`src/hdl/dmc_pkg.sv`:
```
// constants, command layout and timing for the dual converter mode, reset and clear control
// assumes a 25 MHz system clock and 24-bit command words handed over by a serial engine
package dmc_pkg;
  // system clock
  localparam int unsigned CLK_MHZ          = 25;
  // full software reset time in ns, and the cycles it takes (rounded up)
  localparam int unsigned SWRST_TIME_NS    = 5000;
  localparam int unsigned SWRST_CYCLES     = (SWRST_TIME_NS * CLK_MHZ + 999) / 1000;
  // power-on reset hold in cycles
  localparam int unsigned POR_CYCLES       = 16;
  localparam int unsigned CNT_W            = 8;
  // channels and code width
  localparam int unsigned NCH              = 2;
  localparam int unsigned CODE_W           = 16;
  // opcodes
  localparam logic [2:0]  OP_POWER         = 3'h4;
  localparam logic [2:0]  OP_SWRESET       = 3'h5;
  localparam logic [2:0]  OP_REFSET        = 3'h7;
  // field positions in the data part of a command
  localparam int unsigned PM_LO_POS        = 4;
  localparam int unsigned PM_HI_POS        = 5;
  localparam int unsigned MODE_BIT_POS     = 0;
  // power modes
  localparam logic [1:0]  PM_NORMAL        = 2'h0;
  localparam logic [1:0]  PM_1K            = 2'h1;
  localparam logic [1:0]  PM_100K          = 2'h2;
  localparam logic [1:0]  PM_TRISTATE      = 2'h3;
  // apb register offsets
  localparam logic [7:0]  OFF_STATUS       = 8'h00;
  localparam logic [7:0]  OFF_STRB_MASK    = 8'h04;
  localparam logic [7:0]  OFF_CODE_A       = 8'h08;
  localparam logic [7:0]  OFF_CODE_B       = 8'h0C;
  // status field positions
  localparam int unsigned ST_PMODE_POS     = 0;
  localparam int unsigned ST_REF_POS       = 4;
  localparam int unsigned ST_ZERO_POS      = 5;
  localparam int unsigned ST_POR_POS       = 6;
  localparam int unsigned ST_RST_POS       = 7;
  // reset values
  localparam logic [1:0]  STRB_MASK_RST    = 2'h0;
  localparam logic [CODE_W-1:0] CODE_RST   = 16'h0000;

  // one command word as it arrives from the serial engine
  typedef struct packed {
    logic                reserved;
    logic                byte_sel;
    logic [2:0]          opcode;
    logic [2:0]          chan_addr;
    logic [CODE_W-1:0]   data;
  } dmc_cmd_s;
endpackage

```
`src/hdl/dmc_ctrl.sv`:
```
// mode, reset and clear control of a dual voltage-output converter, with an apb register port
// assumes a serial engine on clk hands over decoded words and framing; pins are asynchronous
//
// The implementer's own choices: the address map and the APB register port.
`timescale 1ns/1ps
module dmc_ctrl
  import dmc_pkg::*;
(
  // clock and reset
  input  wire logic                   clk,
  input  wire logic                   nrst,
  // apb slave
  input  wire logic                   psel,
  input  wire logic                   penable,
  input  wire logic                   pwrite,
  input  wire logic [7:0]             paddr,
  input  wire logic [31:0]            pwdata,
  output logic      [31:0]            prdata,
  output logic                        pready,
  output logic                        pslverr,
  // serial engine side
  input  wire logic                   scl,
  input  wire logic                   xfer_start,
  input  wire logic                   last_ack,
  input  wire logic                   hs_mode,
  input  wire logic                   cmd_valid,
  input  wire dmc_cmd_s               cmd,
  input  wire logic [NCH-1:0]         in_wr,
  input  wire logic [CODE_W-1:0]      in_data,
  output logic                        xfer_ignore,
  output logic                        xfer_abort,
  output logic                        hs_exit,
  // pins
  input  wire logic                   load_strobe_n,
  input  wire logic                   zero_output_n_i,
  output logic                        zero_output_n_o,
  output logic                        zero_output_n_oe,
  // converter side
  output logic [NCH*CODE_W-1:0]       out_code,
  output logic [NCH*2-1:0]            power_mode,
  output logic                        ref_on
);

  typedef enum logic [1:0] {ST_POR, ST_RUN, ST_FULLRST} dmc_state_e;

  dmc_state_e              state_q, state_d;
  logic [CNT_W-1:0]        cnt_q, cnt_d;
  logic [2:0]              scl_q, clr_q, ls_q;
  logic [NCH-1:0]          mask_q;
  logic [1:0]              pm_q [NCH];
  logic [CODE_W-1:0]       in_q [NCH];
  logic [CODE_W-1:0]       dac_q [NCH];
  logic                    ref_q, zero_hold_q, bad_xfer_q, busy_q;
  logic                    xfer_abort_q, hs_exit_q;

  // named decode wires
  wire logic por_busy   = (state_q == ST_POR);
  wire logic rst_busy   = (state_q == ST_FULLRST);
  wire logic scl_fall   = scl_q[2] & ~scl_q[1];
  wire logic clr_low    = ~clr_q[1];
  wire logic clr_fall   = clr_q[2] & ~clr_q[1] & ~por_busy & ~rst_busy;
  wire logic ls_fall    = ls_q[2] & ~ls_q[1] & ~por_busy & ~clr_low;
  wire logic cmd_ok     = cmd_valid & ~cmd.reserved & ~bad_xfer_q & ~rst_busy & ~por_busy & ~clr_fall;
  wire logic do_power   = cmd_ok & (cmd.opcode == OP_POWER);
  wire logic do_swrst   = cmd_ok & (cmd.opcode == OP_SWRESET);
  wire logic do_ref     = cmd_ok & (cmd.opcode == OP_REFSET);
  wire logic full_rst   = do_swrst & cmd.data[MODE_BIT_POS];
  wire logic zero_regs  = do_swrst | clr_fall;
  wire logic write_end  = scl_fall & last_ack & busy_q & ~bad_xfer_q;
  wire logic apb_wr     = psel & penable & pwrite;
  wire logic sel_status = (paddr == OFF_STATUS);
  wire logic sel_mask   = (paddr == OFF_STRB_MASK);
  wire logic sel_code_a = (paddr == OFF_CODE_A);
  wire logic sel_code_b = (paddr == OFF_CODE_B);
  wire logic sel_any    = sel_status | sel_mask | sel_code_a | sel_code_b;

  // pin synchronisers, third stage only for edge finding
  always_ff @(posedge clk) begin
    if (!nrst) begin
      scl_q <= 3'h7;
      clr_q <= 3'h7;
      ls_q  <= 3'h7;
    end else begin
      scl_q <= {scl_q[1:0], scl};
      clr_q <= {clr_q[1:0], zero_output_n_i};
      ls_q  <= {ls_q[1:0], load_strobe_n};
    end
  end

  // power-on and full reset sequencing
  always_comb begin
    state_d = state_q;
    cnt_d   = cnt_q;
    case (state_q)
      ST_POR: begin
        cnt_d = cnt_q + 8'h01;
        if (cnt_q == CNT_W'(POR_CYCLES - 1)) begin
          state_d = ST_RUN;
          cnt_d   = '0;
        end
      end
      ST_RUN: begin
        if (full_rst) begin
          state_d = ST_FULLRST;
          cnt_d   = '0;
        end
      end
      ST_FULLRST: begin
        cnt_d = cnt_q + 8'h01;
        if (cnt_q == CNT_W'(SWRST_CYCLES - 1)) begin
          state_d = ST_RUN;
          cnt_d   = '0;
        end
      end
      default: state_d = ST_POR;
    endcase
  end

  always_ff @(posedge clk) begin
    if (!nrst) begin
      state_q <= ST_POR;
      cnt_q   <= '0;
    end else begin
      state_q <= state_d;
      cnt_q   <= cnt_d;
    end
  end

  // transaction tracking: a transfer starting in full reset is ignored to its end
  always_ff @(posedge clk) begin
    if (!nrst) begin
      bad_xfer_q <= 1'h0;
      busy_q     <= 1'h0;
    end else begin
      if (xfer_start) begin
        bad_xfer_q <= rst_busy | por_busy;
        busy_q     <= 1'h1;
      end else if (write_end || (scl_fall && last_ack)) begin
        bad_xfer_q <= 1'h0;
        busy_q     <= 1'h0;
      end else if (clr_fall) begin
        // abandon write on clear: the rest of the transfer is dropped
        bad_xfer_q <= bad_xfer_q | busy_q;
        busy_q     <= 1'h0;
      end
    end
  end

  // clear side effects toward the serial engine
  always_ff @(posedge clk) begin
    if (!nrst) begin
      xfer_abort_q <= 1'h0;
      hs_exit_q    <= 1'h0;
    end else begin
      xfer_abort_q <= clr_fall & busy_q;
      hs_exit_q    <= clr_fall & hs_mode;
    end
  end

  // zero hold after power-up or clear
  always_ff @(posedge clk) begin
    if (!nrst) begin
      zero_hold_q <= 1'h1;
    end else if (clr_fall) begin
      zero_hold_q <= 1'h1;
    end else if (write_end) begin
      zero_hold_q <= 1'h0;
    end
  end

  // reference enable and load strobe mask
  always_ff @(posedge clk) begin
    if (!nrst) begin
      ref_q  <= 1'h0;
      mask_q <= STRB_MASK_RST;
    end else if (full_rst) begin
      ref_q  <= 1'h0;
      mask_q <= STRB_MASK_RST;
    end else begin
      if (do_ref) ref_q <= cmd.data[MODE_BIT_POS];
      if (apb_wr && sel_mask) mask_q <= pwdata[NCH-1:0];
    end
  end

  // per channel power mode, input and converter registers
  for (genvar i = 0; i < NCH; i++) begin : g_ch
    always_ff @(posedge clk) begin
      if (!nrst || full_rst) begin
        pm_q[i] <= PM_NORMAL;
      end else if (do_power && cmd.data[i]) begin
        pm_q[i] <= cmd.data[PM_HI_POS:PM_LO_POS];
      end
    end

    always_ff @(posedge clk) begin
      if (!nrst || zero_regs) begin
        in_q[i]  <= CODE_RST;
        dac_q[i] <= CODE_RST;
      end else begin
        if (in_wr[i] && !bad_xfer_q && !rst_busy) in_q[i] <= in_data;
        if (mask_q[i] && in_wr[i] && !bad_xfer_q && !rst_busy) begin
          dac_q[i] <= in_data;
        end else if (ls_fall && !mask_q[i]) begin
          dac_q[i] <= in_q[i];
        end
      end
    end

    assign out_code[i*CODE_W +: CODE_W] = zero_hold_q ? CODE_RST : dac_q[i];
    assign power_mode[i*2 +: 2]         = pm_q[i];
  end

  // clear line driven low during full reset
  assign zero_output_n_o  = 1'h0;
  assign zero_output_n_oe = ~rst_busy;

  assign ref_on      = ref_q;
  assign xfer_ignore = bad_xfer_q | rst_busy;
  assign xfer_abort  = xfer_abort_q;
  assign hs_exit     = hs_exit_q;

  // apb read mux, zero-wait answer
  wire logic [31:0] status_w = {24'h0, rst_busy, por_busy, zero_hold_q, ref_q,
                                pm_q[1], pm_q[0]};
  always_ff @(posedge clk) begin
    if (!nrst) begin
      prdata <= 32'h0;
    end else if (psel && !penable && !pwrite) begin
      if (sel_status) prdata <= status_w;
      else if (sel_mask) prdata <= {30'h0, mask_q};
      else if (sel_code_a) prdata <= {16'h0, dac_q[0]};
      else if (sel_code_b) prdata <= {16'h0, dac_q[1]};
      else prdata <= 32'h0;
    end
  end
  assign pready  = 1'b1;
  assign pslverr = psel & penable & ~sel_any;
endmodule // dmc_ctrl

```
`config.mk`:
```
export PLATFORM = sky130hd
export DESIGN_NAME = dmc_ctrl
export DESIGN_NICKNAME = d
export VERILOG_FILES = /design/src/hdl/dmc_pkg.sv /design/src/hdl/dmc_ctrl.sv
export SDC_FILE = /design/constraint.sdc
export NUM_CORES = 1
export LEC_CHECK = 0
export CORE_ASPECT_RATIO = 0.75
export CORE_MARGIN = 5
export CORE_UTILIZATION = 24
export CTS_BUF_LIST = sky130_fd_sc_hd__clkbuf_16
export CTS_CLUSTER_DIAMETER = 40
export DETAILED_ROUTE_END_ITERATION = 8
export DONT_BUFFER_PORTS = 1
export HOLD_SLACK_MARGIN = 0.12
export PLACE_DENSITY_LB_ADDON = 0.08
export SLEW_MARGIN = 20
export SYNTH_ARGS = -nofsm -noshare
export SYNTH_HDL_FRONTEND = slang
export SYNTH_SLANG_ARGS = --single-unit
```
`constraint.sdc`:
```
create_clock -name clk -period 3.2 [get_ports clk]
set_input_delay 0.16 -clock clk [delete_from_list [all_inputs] [get_ports clk]]
set_output_delay 0.16 -clock clk [all_outputs]
set_load 0.01 [all_outputs]
```
# Word-level counts from Yosys, hierarchy flattened
# Memory sizes are Yosys's and may differ from the RTL's.
# Cells that the tools add are included.
word_totals:
  reg_bits: 59
  mem_bits_rw: 68
  input_bits: 94
  out_inout_bits: 76
  wordCells: 173
  memories: 3
memory_table:
  columns: ["memory", "words", "width", "read_ports", "rd_clocked_by_memory_dff", "wr", "line_no", "rtl"]
  rows:
  - ["dac_q", 2, 16, 2, 0, 2, "dmc_ctrl.sv:52", "logic [CODE_W-1:0] dac_q [NCH];"]
  - ["in_q", 2, 16, 2, 0, 2, "dmc_ctrl.sv:51", "logic [CODE_W-1:0] in_q [NCH];"]
  - ["pm_q", 2, 2, 2, 0, 2, "dmc_ctrl.sv:50", "logic [1:0] pm_q [NCH];"]
op_classes:
  n_addsub: 1
  n_eq_ne: 13
  mux: 58
  bitwise_logic: 49
  reduce_logical: 36
ops:
  columns: ["op", "count"]
  rows:
  - ["2-to-1 mux 16 bit", 12]
  - ["2-to-1 mux 1 bit", 36]
  - ["AND 1 bit", 24]
  - ["equality test 8 x 4 -> 1 bit, second input constant", 3]
  - ["2-to-1 mux 8 bit", 3]
  - ["case mux 8 bit (3 select lines)", 1]
  - ["logical AND 1 bit", 18]
  - ["OR 1 bit", 15]
  - ["2-to-1 mux 2 bit", 5]
  - ["NOT 1 bit", 10]
  - ["equality test 3 bit, second input constant", 3]
  - ["adder 8 x 1 -> 8 bit, second input constant", 1]
  - ["equality test 8 x 3 -> 1 bit, second input constant", 1]
  - ["equality test 8 x 7 -> 1 bit, second input constant", 1]
  - ["zero test 8 bit", 1]
  - ["zero test 1 bit", 7]
  - ["case mux 2 bit (3 select lines)", 1]
  - ["nonzero test 3 bit", 2]
  - ["!= test 2 x 1 -> 1 bit, second input constant", 2]
  - ["OR reduction 2 bit", 2]
  - ["logical OR 1 bit", 3]
  - ["AND reduction 3 bit", 1]
  - ["equality test 2 x 1 -> 1 bit, second input constant", 1]
  - ["equality test 2 bit, second input constant", 1]
  - ["3 further kinds", 3]

# Depth between registers and ports, before layout
# Gate-level depths: netlist of run 1.
logic_depth:
  depth_word: 13
  depth_mapped: 10
  depth_no_buf: 6

# Worst setup path after synthesis of run 1
# Ideal clock, no wire load.
synth_path:
  path_kind: "register to register"
  startpoint: "register state_q[0]"
  endpoint: "memory dac_q[1][0] (enable)"
  setup_time_ps: 372
  arrival_time_ps: 2158
  required_time_ps: 2828
  slack_ps: 670
  path_stages_with_launch: 8
  n_path_buf: 1
  period_less_slack_ps: 2530
  path_cell_list: "dfxtp_1 -> inv_1 -> ha_1 -> and4bb_4 -> a311o_1 -> buf_2 -> nor3_4 -> or3_1"
synth_rtl:
  columns: ["element", "line_no", "rtl"]
  rows:
  - ["from (decl)", "dmc_ctrl.sv:46", "dmc_state_e state_q, state_d;"]
  - ["from (signal assigned)", "dmc_ctrl.sv:124", "state_q <= state_d;"]
  - ["to (decl)", "dmc_ctrl.sv:52", null]

# Final worst setup path of run 1
layout_path:
  startpoint: "register state_q[0]"
  endpoint: "register ref_q (netlist: ref_on)"
layout_via:
  elab_chain_len: 9
  word_cells_on_any_way: 14
  classes_between: "1 x eq/ne; 11 x bitwise; 2 x reduce/logical"
layout_lines:
  columns: ["element", "line_no", "rtl"]
  rows:
  - ["zero test 2 bit", "dmc_ctrl.sv:57", "wire logic por_busy = (state_q == ST_POR);"]
  - ["NOT 1 bit", "dmc_ctrl.sv:61, dmc_ctrl.sv:63", null]
  - ["AND 1 bit (2 in series)", "dmc_ctrl.sv:61", "wire logic clr_fall = clr_q[2] & ~clr_q[1] & ~por_busy & ~rst_busy;"]
  - ["NOT 1 bit", "dmc_ctrl.sv:63", "wire logic cmd_ok = cmd_valid & ~cmd.reserved & ~bad_xfer_q & ~rst_busy & ~por_busy & ~clr_fall;"]
  - ["AND 1 bit (*)", "dmc_ctrl.sv:63", null]
  - ["AND 1 bit", "dmc_ctrl.sv:65", "wire logic do_swrst = cmd_ok & (cmd.opcode == OP_SWRESET);"]
  - ["AND 1 bit", "dmc_ctrl.sv:67", "wire logic full_rst = do_swrst & cmd.data[MODE_BIT_POS];"]
  - ["OR reduction 2 bit (no source line)", null, null]
  - ["to (signal assigned)", "dmc_ctrl.sv:180", "if (do_ref) ref_q <= cmd.data[MODE_BIT_POS];"]
  - ["to (decl)", "dmc_ctrl.sv:53", "logic ref_q, zero_hold_q, bad_xfer_q, busy_q;"]
# Mark *: on every way between the ends. The rest lies on a longest branch, timed or not.
# A chain may end at the register's enable or synchronous reset.

==> flow_summary.ini, run 1 <==
[sta]
setup-violations-final = 0
period_needed_ns = 2.95
rsz0062_at_grt = false
final.setup_skew_ns = 0.0161
final_critical_path_share_of_the_clock_period_pct = 92.3
tightest_slew_ns = 0.816
final_critical_path_setup_slack_ns = 0.248
fmax_ghz = 0.339
slew_violations = 0
hold_viol_final = 0
fin_setup_tns_ns = 0
relSlewSlack_pct = 45.4

[placed_design]
numPortBuffers = 0
post-dp-hpwl_mm = 11.7
preCtsSetupSlack_ns = 0.476
gp_congestion = 0.738
placed_cells_incl_taps = 748

[cells_and_area]
fillerInstances = 2195
final_net_count = 611
syn_to_final_growth_pct = 18.9
fraction_of_layout_instances_using_a_drive_strength_above_1_pct = 7.96
final_cell_count_without_fillers = 803
number_of_antenna_diodes = 0

[drt]
num_vias = 3653
drcViolationCount = 0
post_drt_antenna_nets = 0
routed_wire_length_per_instance_um = 19.5
drt_pass1_iterations = 4
detail_route.vias_per_cell = 4.55
dr.first_iter.drc_count = 199
postRouteWirelength_mm = 15.7

[setup_path]
path_class = flop to flop
critical_path_depth = 9
worst_r2r_startpoint = state_q[0]$_SDFFE_PN0P_
length_in_cells_of_the_worst_reg_to_reg_path = 9
end_kind = flop
worst_path_dominant_cell_family = buffers and inverters
critPathRequiredTime_ns = 3.50
critical_path_arrival_ns = 3.25
worstPathMaxFanout = 10
timing.critical_path.cells = inv_1 -> ha_1 -> nor2_1 -> buf_4 -> and3_1 -> nand4_1 -> dlygate4sd3_1 -> a21oi_1 -> dlygate4sd3_1
critical_path.slowest_cell = sky130_fd_sc_hd__dlygate4sd3_1
crit_start = state_q[0]$_SDFFE_PN0P_
slowest_delay_ns = 0.57
cp_common_cell = sky130_fd_sc_hd__dlygate4sd3_1
path_buf_inv = 4
critical_path.startpoint_type = flop

[synthesis]
ys_warn_count = 0
syn-cell-area_sq_um = 5260
synthesis.instances = 468
synth_enable_flop_cells = 68
synth_cell_types = 54
yosysTopAreaCellShare_pct = 38.8
asyncSetResetFlopFracSynth_pct = 0
synth.yosys.seq_area_share_pct = 55.2
netlist_top_cells_area = sky130_fd_sc_hd__edfxtp_1 39%, sky130_fd_sc_hd__dfxtp_1 16%, sky130_fd_sc_hd__a22o_1 5.3%
synth_largest_area_cell = sky130_fd_sc_hd__edfxtp_1
synth_ff_type = sky130_fd_sc_hd__edfxtp_1
syn_avg_cell_area_sq_um = 11.2
synth-seq-cells = 111

[clocking]
clock_tree.buffer_depth = 2
clk_pin_slew_worst_paths_ns = 0.08
cts_root_buffer = sky130_fd_sc_hd__clkbuf_16
cts_tree = built
post_cts.resized_instances = 0
cts.htree.levels = 3
clock_sinks = 111
cts_buffers = 9
clk_latency_ns = 0.37

[hold_path]
hold_class = primary input to flop
holdCritStartpoint = nrst
whs_path_depth = 3

[floorplanning]
num_io_pins = 170
std_cell_rows = 46
floorplan.die.height_um = 138
chipWidth_um = 181
design.core.area_sq_um = 21400
fp.dieArea_sq_um = 25000
starting_density_of_the_core_pct = 24.6

[flow_run]
drv.max_cap_violation_count = 0

[power]
power-per-cell-area_nw_per_um2 = 490
ir_drop_uv = 227
power_leakage_nw = 2.27

[global_route]
grt_max_degree = 37
grt_pass1_vias = 3587
grt_first_pass_wirelength_mm = 23.7
grtUsageTotal_pct = 12.4
antenna_found_initial = 0
grt_overflow = 0

[run_status]
outcome = completed
## registers in the layout, indices dropped and copies added (netlist names), 3 cells and up
| signal | flops |
|---|---|
| scl_q | 3 |
| clr_q | 3 |
| ls_q | 3 |
| pm_q | 4 |
| dac_q | 32 |
| cnt_q | 8 |
| prdata | 16 |
| in_q | 32 |
## per-stage QoR
step / util (%) / total power, mW / cell area (sq um) / hold slack [ns]
final: 29.3 / 3.07 / 6260 / 0.183
after global routing: 29.3 / 3.20 / 6260 / 0.194
after CTS: 29.3 / 3.12 / 6260 / 0.170
after detailed placement: 26.0 / 1.91 / 5560 / 0.254
after global placement: 26.0 / 1.91 / 5560 / 0.248
after floorplan: - / 1.85 / 5320 / 0.261
## path summary, 6_finish.rpt
kind	slack, ns	endpoint
max	0.25	ref_on$_SDFFE_PP0P_
min	0.18	busy_q$_SDFFE_PN0P_
min reg2reg	0.41	ls_q[1]$_SDFF_PN1_
max reg2reg	0.25	ref_on$_SDFFE_PP0P_
## cells in the mapped netlist (all sizes together), types with 2 or more instances
cell type	count
and3	5
nand2	36
o32ai	2
o21ai	15
nor4	2
o311a	2
mux4	2
nand2b	15
a21oi	7
o22ai	8
edfxtp	68
buf	29
o2111ai	2
inv	8
and4b	2
dfxtp	43
nor2b	35
nand3b	5
nor2	22
nand4	10
a22o	32
clkbuf	10
a2bb2oi	5
nand3	13
nor3b	2
mux2i	18
or3	5
nor3	3
and2	35
ha	7
conb	2
o211ai	4
## where the power goes
group	switching [mW]	leakage [nW]	internal, mW
logic	0.178	1.06	0.121
clock network	0.580	0.145	0.554
registers	0.0406	1.07	1.59
total	0.799	2.27	2.27
## what timing repair did
| action | 4_1_cts | 5_1_grt |
|---|---|---|
| setup buffers | 0 | 0 |
| hold endpoints to repair | 115 | 0 |
| hold buffers | 39 | 0 |
| setup endpoints to repair | 0 | 0 |
## cell families after synthesis
group	after synthesis	synth area share (%)
and+or+nand+nor	198	21.8
other	2	0.143
buffers and inverters	47	4.97
adders and majority gates	7	1.67
AOI/OAI and AO/OA	83	12.0
DFF	111	55.2
muxes	20	4.28
## layer usage
layer	global-route usage, %	share of wire [%]
met1	17.4	48
met2	18.2	43
met3	4.93	8.6
met4	2.13	0.65
met5	0	0
## final cells by class
| type | instances | area (sq um) | area share [%] |
|---|---|---|---|
| flip-flops and latches | 111 | 2900 | 46.4 |
| multi-input cells | 326 | 2160 | 34.5 |
| repair buffers | 54 | 513 | 8.20 |
| well taps | 288 | 360 | 5.76 |
| clock buffers | 9 | 225 | 3.60 |
| clock inverters | 7 | 68.8 | 1.10 |
| inverters | 8 | 30.0 | 0.480 |
## worst register-to-register path, delay by kind of cell, from the launching register on
kind                     cells  cell delay, ns
buffers and inverters        4            1.42
AND/OR/NAND/NOR              3            0.56
AO/OA/AOI/OAI                1            0.13
adder cells (fa/ha/maj)      1            0.37
flip-flops                   1            0.41
## layout by cell type (no fill, tap or decap), types with 3 or more instances in the layout
cell / instances
sky130_fd_sc_hd__nand2_1: 36
sky130_fd_sc_hd__a2bb2oi_1: 5
sky130_fd_sc_hd__o22ai_1: 7
sky130_fd_sc_hd__dlygate4sd3_1: 38
sky130_fd_sc_hd__clkbuf_16: 9
sky130_fd_sc_hd__o211ai_1: 4
sky130_fd_sc_hd__mux2i_1: 18
sky130_fd_sc_hd__and2_1: 35
sky130_fd_sc_hd__o21ai_0: 10
sky130_fd_sc_hd__nand4_1: 10
sky130_fd_sc_hd__o21ai_1: 5
sky130_fd_sc_hd__dfxtp_1: 43
sky130_fd_sc_hd__nor2_1: 20
sky130_fd_sc_hd__and3_1: 5
sky130_fd_sc_hd__nand3_1: 13
sky130_fd_sc_hd__or3_1: 5
sky130_fd_sc_hd__a22o_1: 32
sky130_fd_sc_hd__nor2b_1: 35
sky130_fd_sc_hd__inv_1: 8
sky130_fd_sc_hd__ha_1: 7
sky130_fd_sc_hd__nand3b_1: 5
sky130_fd_sc_hd__edfxtp_1: 68
sky130_fd_sc_hd__nand2b_1: 15
sky130_fd_sc_hd__inv_6: 3
sky130_fd_sc_hd__conb_1: 18
sky130_fd_sc_hd__buf_4: 15
sky130_fd_sc_hd__a21oi_1: 7
Note: power is estimated with default switching activity, not from simulation.
==> run 2, diff against run 1 <==
CORE_UTILIZATION = 35   (was 24)
==> run 2 against run 1 <==
Against the previous run:
- core utilization rose by 13 points
- worst setup slack got worse by 0.069 ns
- register-to-register slack got worse by 0.07 ns
- critical endpoint unchanged
- highest routed layer unchanged
==> flow_summary.ini, run 2 (synthesis gave the netlist of run 1 again) <==
[run_status]
outcome = completed

[cells_and_area]
final_net_count = 611
number_of_antenna_diodes = 0
most_common_cell_after_layout_fill_and_taps_aside = sky130_fd_sc_hd__edfxtp_1
layout.cells.most_common_list = 68 x sky130_fd_sc_hd__edfxtp_1, 43 x sky130_fd_sc_hd__dfxtp_1, 39 x sky130_fd_sc_hd__dlygate4sd3_1
final_core_utilization_pct = 42.4
top_regs = dac_q (32), in_q (32), prdata (16)
fillerInstances = 1431
final_cell_count_without_fillers = 715
fraction_of_layout_instances_using_a_drive_strength_above_1_pct = 7.96
syn_to_final_growth_pct = 17.8

[clocking]
cts.htree.levels = 3
clock_sinks = 111
cts_root_buffer = sky130_fd_sc_hd__clkbuf_16
clk_latency_ns = 0.35
clock_tree.buffer_depth = 2
cts_setup_buffers = 0
cts_buffers = 9
cts_tree = built
clk_pin_slew_worst_paths_ns = 0.07

[drt]
post_drt_antenna_nets = 0
dr.first_iter.drc_count = 255
detail_route.vias_per_cell = 5.03
num_vias = 3599
routed_wire_length_per_instance_um = 19.9
drcViolationCount = 0
drt_pass1_iterations = 5
postRouteWirelength_mm = 14.2

[placed_design]
placed_cells_incl_taps = 659
post-dp-hpwl_mm = 10.4
gp_congestion = 0.825
numPortBuffers = 0
preCtsSetupSlack_ns = 0.713

[floorplanning]
num_io_pins = 170
fp.dieArea_sq_um = 17600
starting_density_of_the_core_pct = 36.0
design.core.area_sq_um = 14600
floorplan.die.height_um = 116
chipWidth_um = 152
std_cell_rows = 38

[sta]
fmax_ghz = 0.331
tightest_slew_ns = 0.960
period_needed_ns = 3.02
final_critical_path_share_of_the_clock_period_pct = 94.4
rsz0062_at_grt = false
final.setup_skew_ns = 0.00716
fin_setup_tns_ns = 0
hold_viol_final = 0
final_critical_path_setup_slack_ns = 0.178
setup-violations-final = 0
relSlewSlack_pct = 35.8
slew_violations = 0

[global_route]
grtUsageTotal_pct = 16.2
grt_first_pass_wirelength_mm = 20.9
antenna_found_initial = 1
grt_max_degree = 37
grt_overflow = 0
grt_pass1_vias = 3353

[hold_path]
whs_path_depth = 2
hold_class = primary input to flop
holdCritStartpoint = cmd[0]
worstHoldEndpoint = pm_q[0][1]$_SDFFCE_PN0P_

[setup_path]
path_class = flop to flop
critPathRequiredTime_ns = 3.50
rr_endpoint = ref_on$_SDFFE_PP0P_
critical_path.startpoint_type = flop
critical_path_arrival_ns = 3.32
end_kind = flop
worst_r2r_startpoint = state_q[0]$_SDFFE_PN0P_
length_in_cells_of_the_worst_reg_to_reg_path = 9
worstPathMaxFanout = 10
rrSetupSlack_ns = 0.18

[power]
power-per-cell-area_nw_per_um2 = 510
power_leakage_nw = 2.28
ir_drop_uv = 311

[flow_run]
drv.max_cap_violation_count = 0
==> run 2: worst max path at each step <==
stage,endpoint,cells after the start,from
6_report,ref_on$_SDFFE_PP0P_,9,state_q[0]$_SDFFE_PN0P_
5_1_grt,ref_on$_SDFFE_PP0P_,9,state_q[0]$_SDFFE_PN0P_
4_1_cts,ref_on$_SDFFE_PP0P_,9,state_q[0]$_SDFFE_PN0P_
3_5_place_dp,dac_q[1][12]$_SDFFCE_PN0P_,7,state_q[1]$_SDFFE_PN0P_
3_3_place_gp,dac_q[1][10]$_SDFFCE_PN0P_,7,state_q[0]$_SDFFE_PN0P_
2_1_floorplan,dac_q[1][0]$_SDFFCE_PN0P_,7,state_q[0]$_SDFFE_PN0P_
==> run 2: power by group <==
part | internal (mW) | switching, mW | total, mW
Combinational | 0.123 | 0.173 | 0.296
Sequential | 1.59 | 0.0399 | 1.63
Clock | 0.696 | 0.534 | 1.23
==> run 2: cell type report <==
| class | count | area (sq um) | area share, % |
|---|---|---|---|
| Sequential cell | 111 | 2900 | 46.8 |
| Multi-Input combinational cell | 326 | 2160 | 34.8 |
| Timing Repair Buffer | 54 | 528 | 8.52 |
| Tap cell | 200 | 250 | 4.04 |
| Clock buffer | 9 | 225 | 3.63 |
| Clock inverter | 7 | 104 | 1.68 |
| Inverter | 8 | 30.0 | 0.485 |
==> run 2: layer usage <==
| layer | track usage, % | share of wire (%) | vias to the layer above |
|---|---|---|---|
| li1 | - | - | 1770 |
| met1 | 26.1 | 53 | 1670 |
| met2 | 20.4 | 37 | 147 |
| met3 | 4.85 | 8.9 | 12 |
| met4 | 4.43 | 1.0 | 0 |
| met5 | 0 | 0 | - |
==> run 2: timing repair <==
action	4_1_cts	5_1_grt
hold buffers	40	0
hold endpoints to repair	115	0
endpoints found under the setup margin	0	0
gates resized for setup	0	0
==> run 2: metrics by stage <==
stage               hold slack, ns  total power, mW  area (sq um)
global route                 0.138             3.29          6200
floorplan                    0.261             1.85          5320
global placement             0.238             1.89          5460
CTS                          0.130             3.20          6200
detailed placement           0.240             1.90          5460
finish                       0.142             3.16          6200
==> run 2: worst max-delay path: stages (launching register included) <==
cell	delay, ns
sky130_fd_sc_hd__dfxtp_1	0.41
sky130_fd_sc_hd__inv_1	0.09
sky130_fd_sc_hd__ha_1	0.39
sky130_fd_sc_hd__nor2_1	0.21
sky130_fd_sc_hd__buf_4	0.20
sky130_fd_sc_hd__and3_1	0.25
sky130_fd_sc_hd__nand4_1	0.12
sky130_fd_sc_hd__dlygate4sd3_1	0.57
sky130_fd_sc_hd__a21oi_1	0.16
sky130_fd_sc_hd__dlygate4sd3_1	0.57
==> run 3, diff against run 2 <==
ABC_AREA = 1   (was unset)
==> run 3 against run 2 <==
Against the previous run:
- hold slack gained 0.0065 ns
- cell area increased by 0.26%
- clock skew is essentially flat
- cell count grew 25%
- die area rose by 4.6%
- combinational power is 120% higher
- first-iteration DRC count fell by 12%
- sequential share of layout area fell by 0.10 points
==> flow_summary.ini, run 3 <==
[run_status]
outcome = completed

[clocking]
clk_latency_ns = 0.35
cts.hold.buffers_added = 31
cts_buffers = 9
cts.htree.levels = 3
clk_pin_slew_worst_paths_ns = 0.07
cts_tree = built
clock_tree.buffer_depth = 2
cts_root_buffer = sky130_fd_sc_hd__clkbuf_16
clock_sinks = 111
post_cts.resized_instances = 0
cts_setup_buffers = 0

[sta]
relSlewSlack_pct = 51.5
slew_violations = 0
final_critical_path_setup_slack_ns = 0.435
fmax_ghz = 0.362
fin_setup_tns_ns = 0
setup-violations-final = 0
period_needed_ns = 2.76
final_critical_path_share_of_the_clock_period_pct = 86.4
rsz0062_at_grt = false
tightest_slew_ns = 0.726
hold_viol_final = 0
final.setup_skew_ns = 0.00690

[synthesis]
ranking_of_synthesized_cells_by_instance_count = 117 x sky130_fd_sc_hd__nor2_1, 103 x sky130_fd_sc_hd__nand2_1, 93 x sky130_fd_sc_hd__inv_1
synth-seq-cells = 111
synth_ff_type = sky130_fd_sc_hd__edfxtp_1
yosysMostFrequentCell = sky130_fd_sc_hd__nor2_1
synth.yosys.seq_area_share_pct = 52.6
synthesis.instances = 661
synth_enable_flop_cells = 68
yosysTopAreaCellShare_pct = 37.0
syn_avg_cell_area_sq_um = 8.35
ys_warn_count = 0
synth_largest_area_cell = sky130_fd_sc_hd__edfxtp_1
asyncSetResetFlopFracSynth_pct = 0
netlist_top_cells_area = sky130_fd_sc_hd__edfxtp_1 37%, sky130_fd_sc_hd__dfxtp_1 16%, sky130_fd_sc_hd__nor2_1 8.0%
syn-cell-area_sq_um = 5520
synth_cell_types = 39

[setup_path]
critical_path.startpoint_type = flop
end_kind = flop
worstPathMaxFanout = 16
path_class = flop to flop
critical_path_arrival_ns = 2.87
critPathRequiredTime_ns = 3.30

[power]
total_switching_power_mw = 1.05
cell_internal_pwr_mw = 2.40
ir_drop_uv = 236
share_clk_of_total_power_pct = 30.5
switching_share_pct = 30.5
power_leakage_nw = 2.57
share_seq_of_total_power_pct = 50.8
power-per-cell-area_nw_per_um2 = 557
fraction_of_power_consumed_by_combinational_cells_pct = 18.8

[hold_path]
hold_class = primary input to flop

[placed_design]
post-dp-hpwl_mm = 10.9
placedInstanceArea_sq_um = 5630
numPortBuffers = 0
gp_congestion = 0.807
preCtsSetupSlack_ns = 0.492

[global_route]
grt_overflow = 0
grt_max_degree = 38
grtUsageTotal_pct = 16.2
grt_pass1_vias = 4079
antenna_found_initial = 2
grt_first_pass_wirelength_mm = 23.3

[cells_and_area]
most_common_cell_after_layout_fill_and_taps_aside = sky130_fd_sc_hd__nor2_1
finish.instance_area_sq_um = 6210
top_regs = dac_q (32), in_q (32), prdata (16)
layout.cells.most_common_list = 117 x sky130_fd_sc_hd__nor2_1, 103 x sky130_fd_sc_hd__nand2_1, 94 x sky130_fd_sc_hd__inv_1
final_net_count = 785
syn_to_final_growth_pct = 12.5
fraction_of_layout_instances_using_a_drive_strength_above_1_pct = 6.68
fillerInstances = 1565
number_of_antenna_diodes = 0

[drt]
dr.first_iter.drc_count = 224
drcViolationCount = 0
drt_pass1_iterations = 4
post_drt_antenna_nets = 0
postRouteWirelength_mm = 15.0
detail_route.vias_per_cell = 4.83
num_vias = 4316
routed_wire_length_per_instance_um = 16.8

[floorplanning]
design.core.area_sq_um = 15400
std_cell_rows = 39
floorplan.die.height_um = 119
chipWidth_um = 155
starting_density_of_the_core_pct = 35.9
fp.dieArea_sq_um = 18400
num_io_pins = 170

[flow_run]
drv.max_cap_violation_count = 0
-- run 3: cell count changes after synthesis, moves of 15 or more --
cell	before	now
sky130_fd_sc_hd__a21oi_1	7	27
sky130_fd_sc_hd__a22o_1	32	0
sky130_fd_sc_hd__and2_1	35	1
sky130_fd_sc_hd__inv_1	8	93
sky130_fd_sc_hd__mux2i_1	18	0
sky130_fd_sc_hd__nand2_1	36	103
sky130_fd_sc_hd__nand2b_1	15	0
sky130_fd_sc_hd__nand3_1	13	45
sky130_fd_sc_hd__nor2_1	20	117
sky130_fd_sc_hd__nor2b_1	35	0
sky130_fd_sc_hd__o21ai_0	10	42
-- run 3: critical path, stage by stage, from the launching register on --
cell                      delay [ns]
sky130_fd_sc_hd__dfxtp_1        0.35
sky130_fd_sc_hd__inv_1          0.10
sky130_fd_sc_hd__ha_1           0.58
sky130_fd_sc_hd__nor2_2         0.11
sky130_fd_sc_hd__nand3_2        0.14
sky130_fd_sc_hd__inv_1          0.11
sky130_fd_sc_hd__a21oi_4        0.13
sky130_fd_sc_hd__nand2_2        0.09
sky130_fd_sc_hd__inv_2          0.06
sky130_fd_sc_hd__nand2_1        0.31
sky130_fd_sc_hd__o21ai_0        0.53
-- run 3: routing by layer --
layer,global-route usage (%),part of all wire (%),up-vias
met2,22.6,41,129
met5,0,0.14,-
met1,24.5,51,2016
li1,-,-,2159
met4,3.14,0.47,4
met3,5.30,8.0,8
-- run 3: cells by family after synthesis --
family | after synthesis | share of synthesized area, %
adder cells (fa/ha/maj) | 7 | 1.59
buffers and inverters | 139 | 11.5
flip-flops | 111 | 52.6
AND/OR/NAND/NOR | 323 | 26.6
AO/OA/AOI/OAI | 79 | 7.61
other | 2 | 0.136
-- run 3: area by class of cell --
class | instances | area [sq um] | share of cell area (%)
Tap cell | 205 | 256 | 4.13
Sequential cell | 111 | 2900 | 46.7
Clock inverter | 7 | 46.3 | 0.745
Multi-Input combinational cell | 427 | 2050 | 33.0
Inverter | 96 | 363 | 5.84
Clock buffer | 9 | 225 | 3.63
Timing Repair Buffer | 39 | 370 | 5.96
-- run 3: power groups by stage --
stage	clock network [mW]	registers, mW	logic [mW]
after floorplan	0	1.77	0.485
after CTS	1.09	1.76	0.652
after detailed placement	0	1.79	0.610
final	1.05	1.76	0.649
after global placement	0	1.78	0.606
after global routing	1.15	1.77	0.730
-- run 3: worst paths after layout --
path,from,to,slack [ns],cells past startpoint
min reg2reg,clr_q[0]$_SDFF_PN1_,clr_q[1]$_SDFF_PN1_,0.42,1
max,state_q[0]$_SDFFE_PN0P_,dac_q[0][15]$_DFFE_PP_,0.44,10
max reg2reg,state_q[0]$_SDFFE_PN0P_,dac_q[0][15]$_DFFE_PP_,0.44,10
min,nrst,mask_q[1]$_SDFFE_PP0P_,0.15,2
-- run 3: metrics by stage --
step	hold WS [ns]	std cells	utilization [%]	power [mW]
floorplan	0.267	677	-	2.25
detailed placement	0.235	847	36.6	2.40
CTS	0.128	894	40.4	3.50
global route	0.163	894	40.4	3.65
finish	0.148	894	40.4	3.46
global placement	0.233	847	36.6	2.39
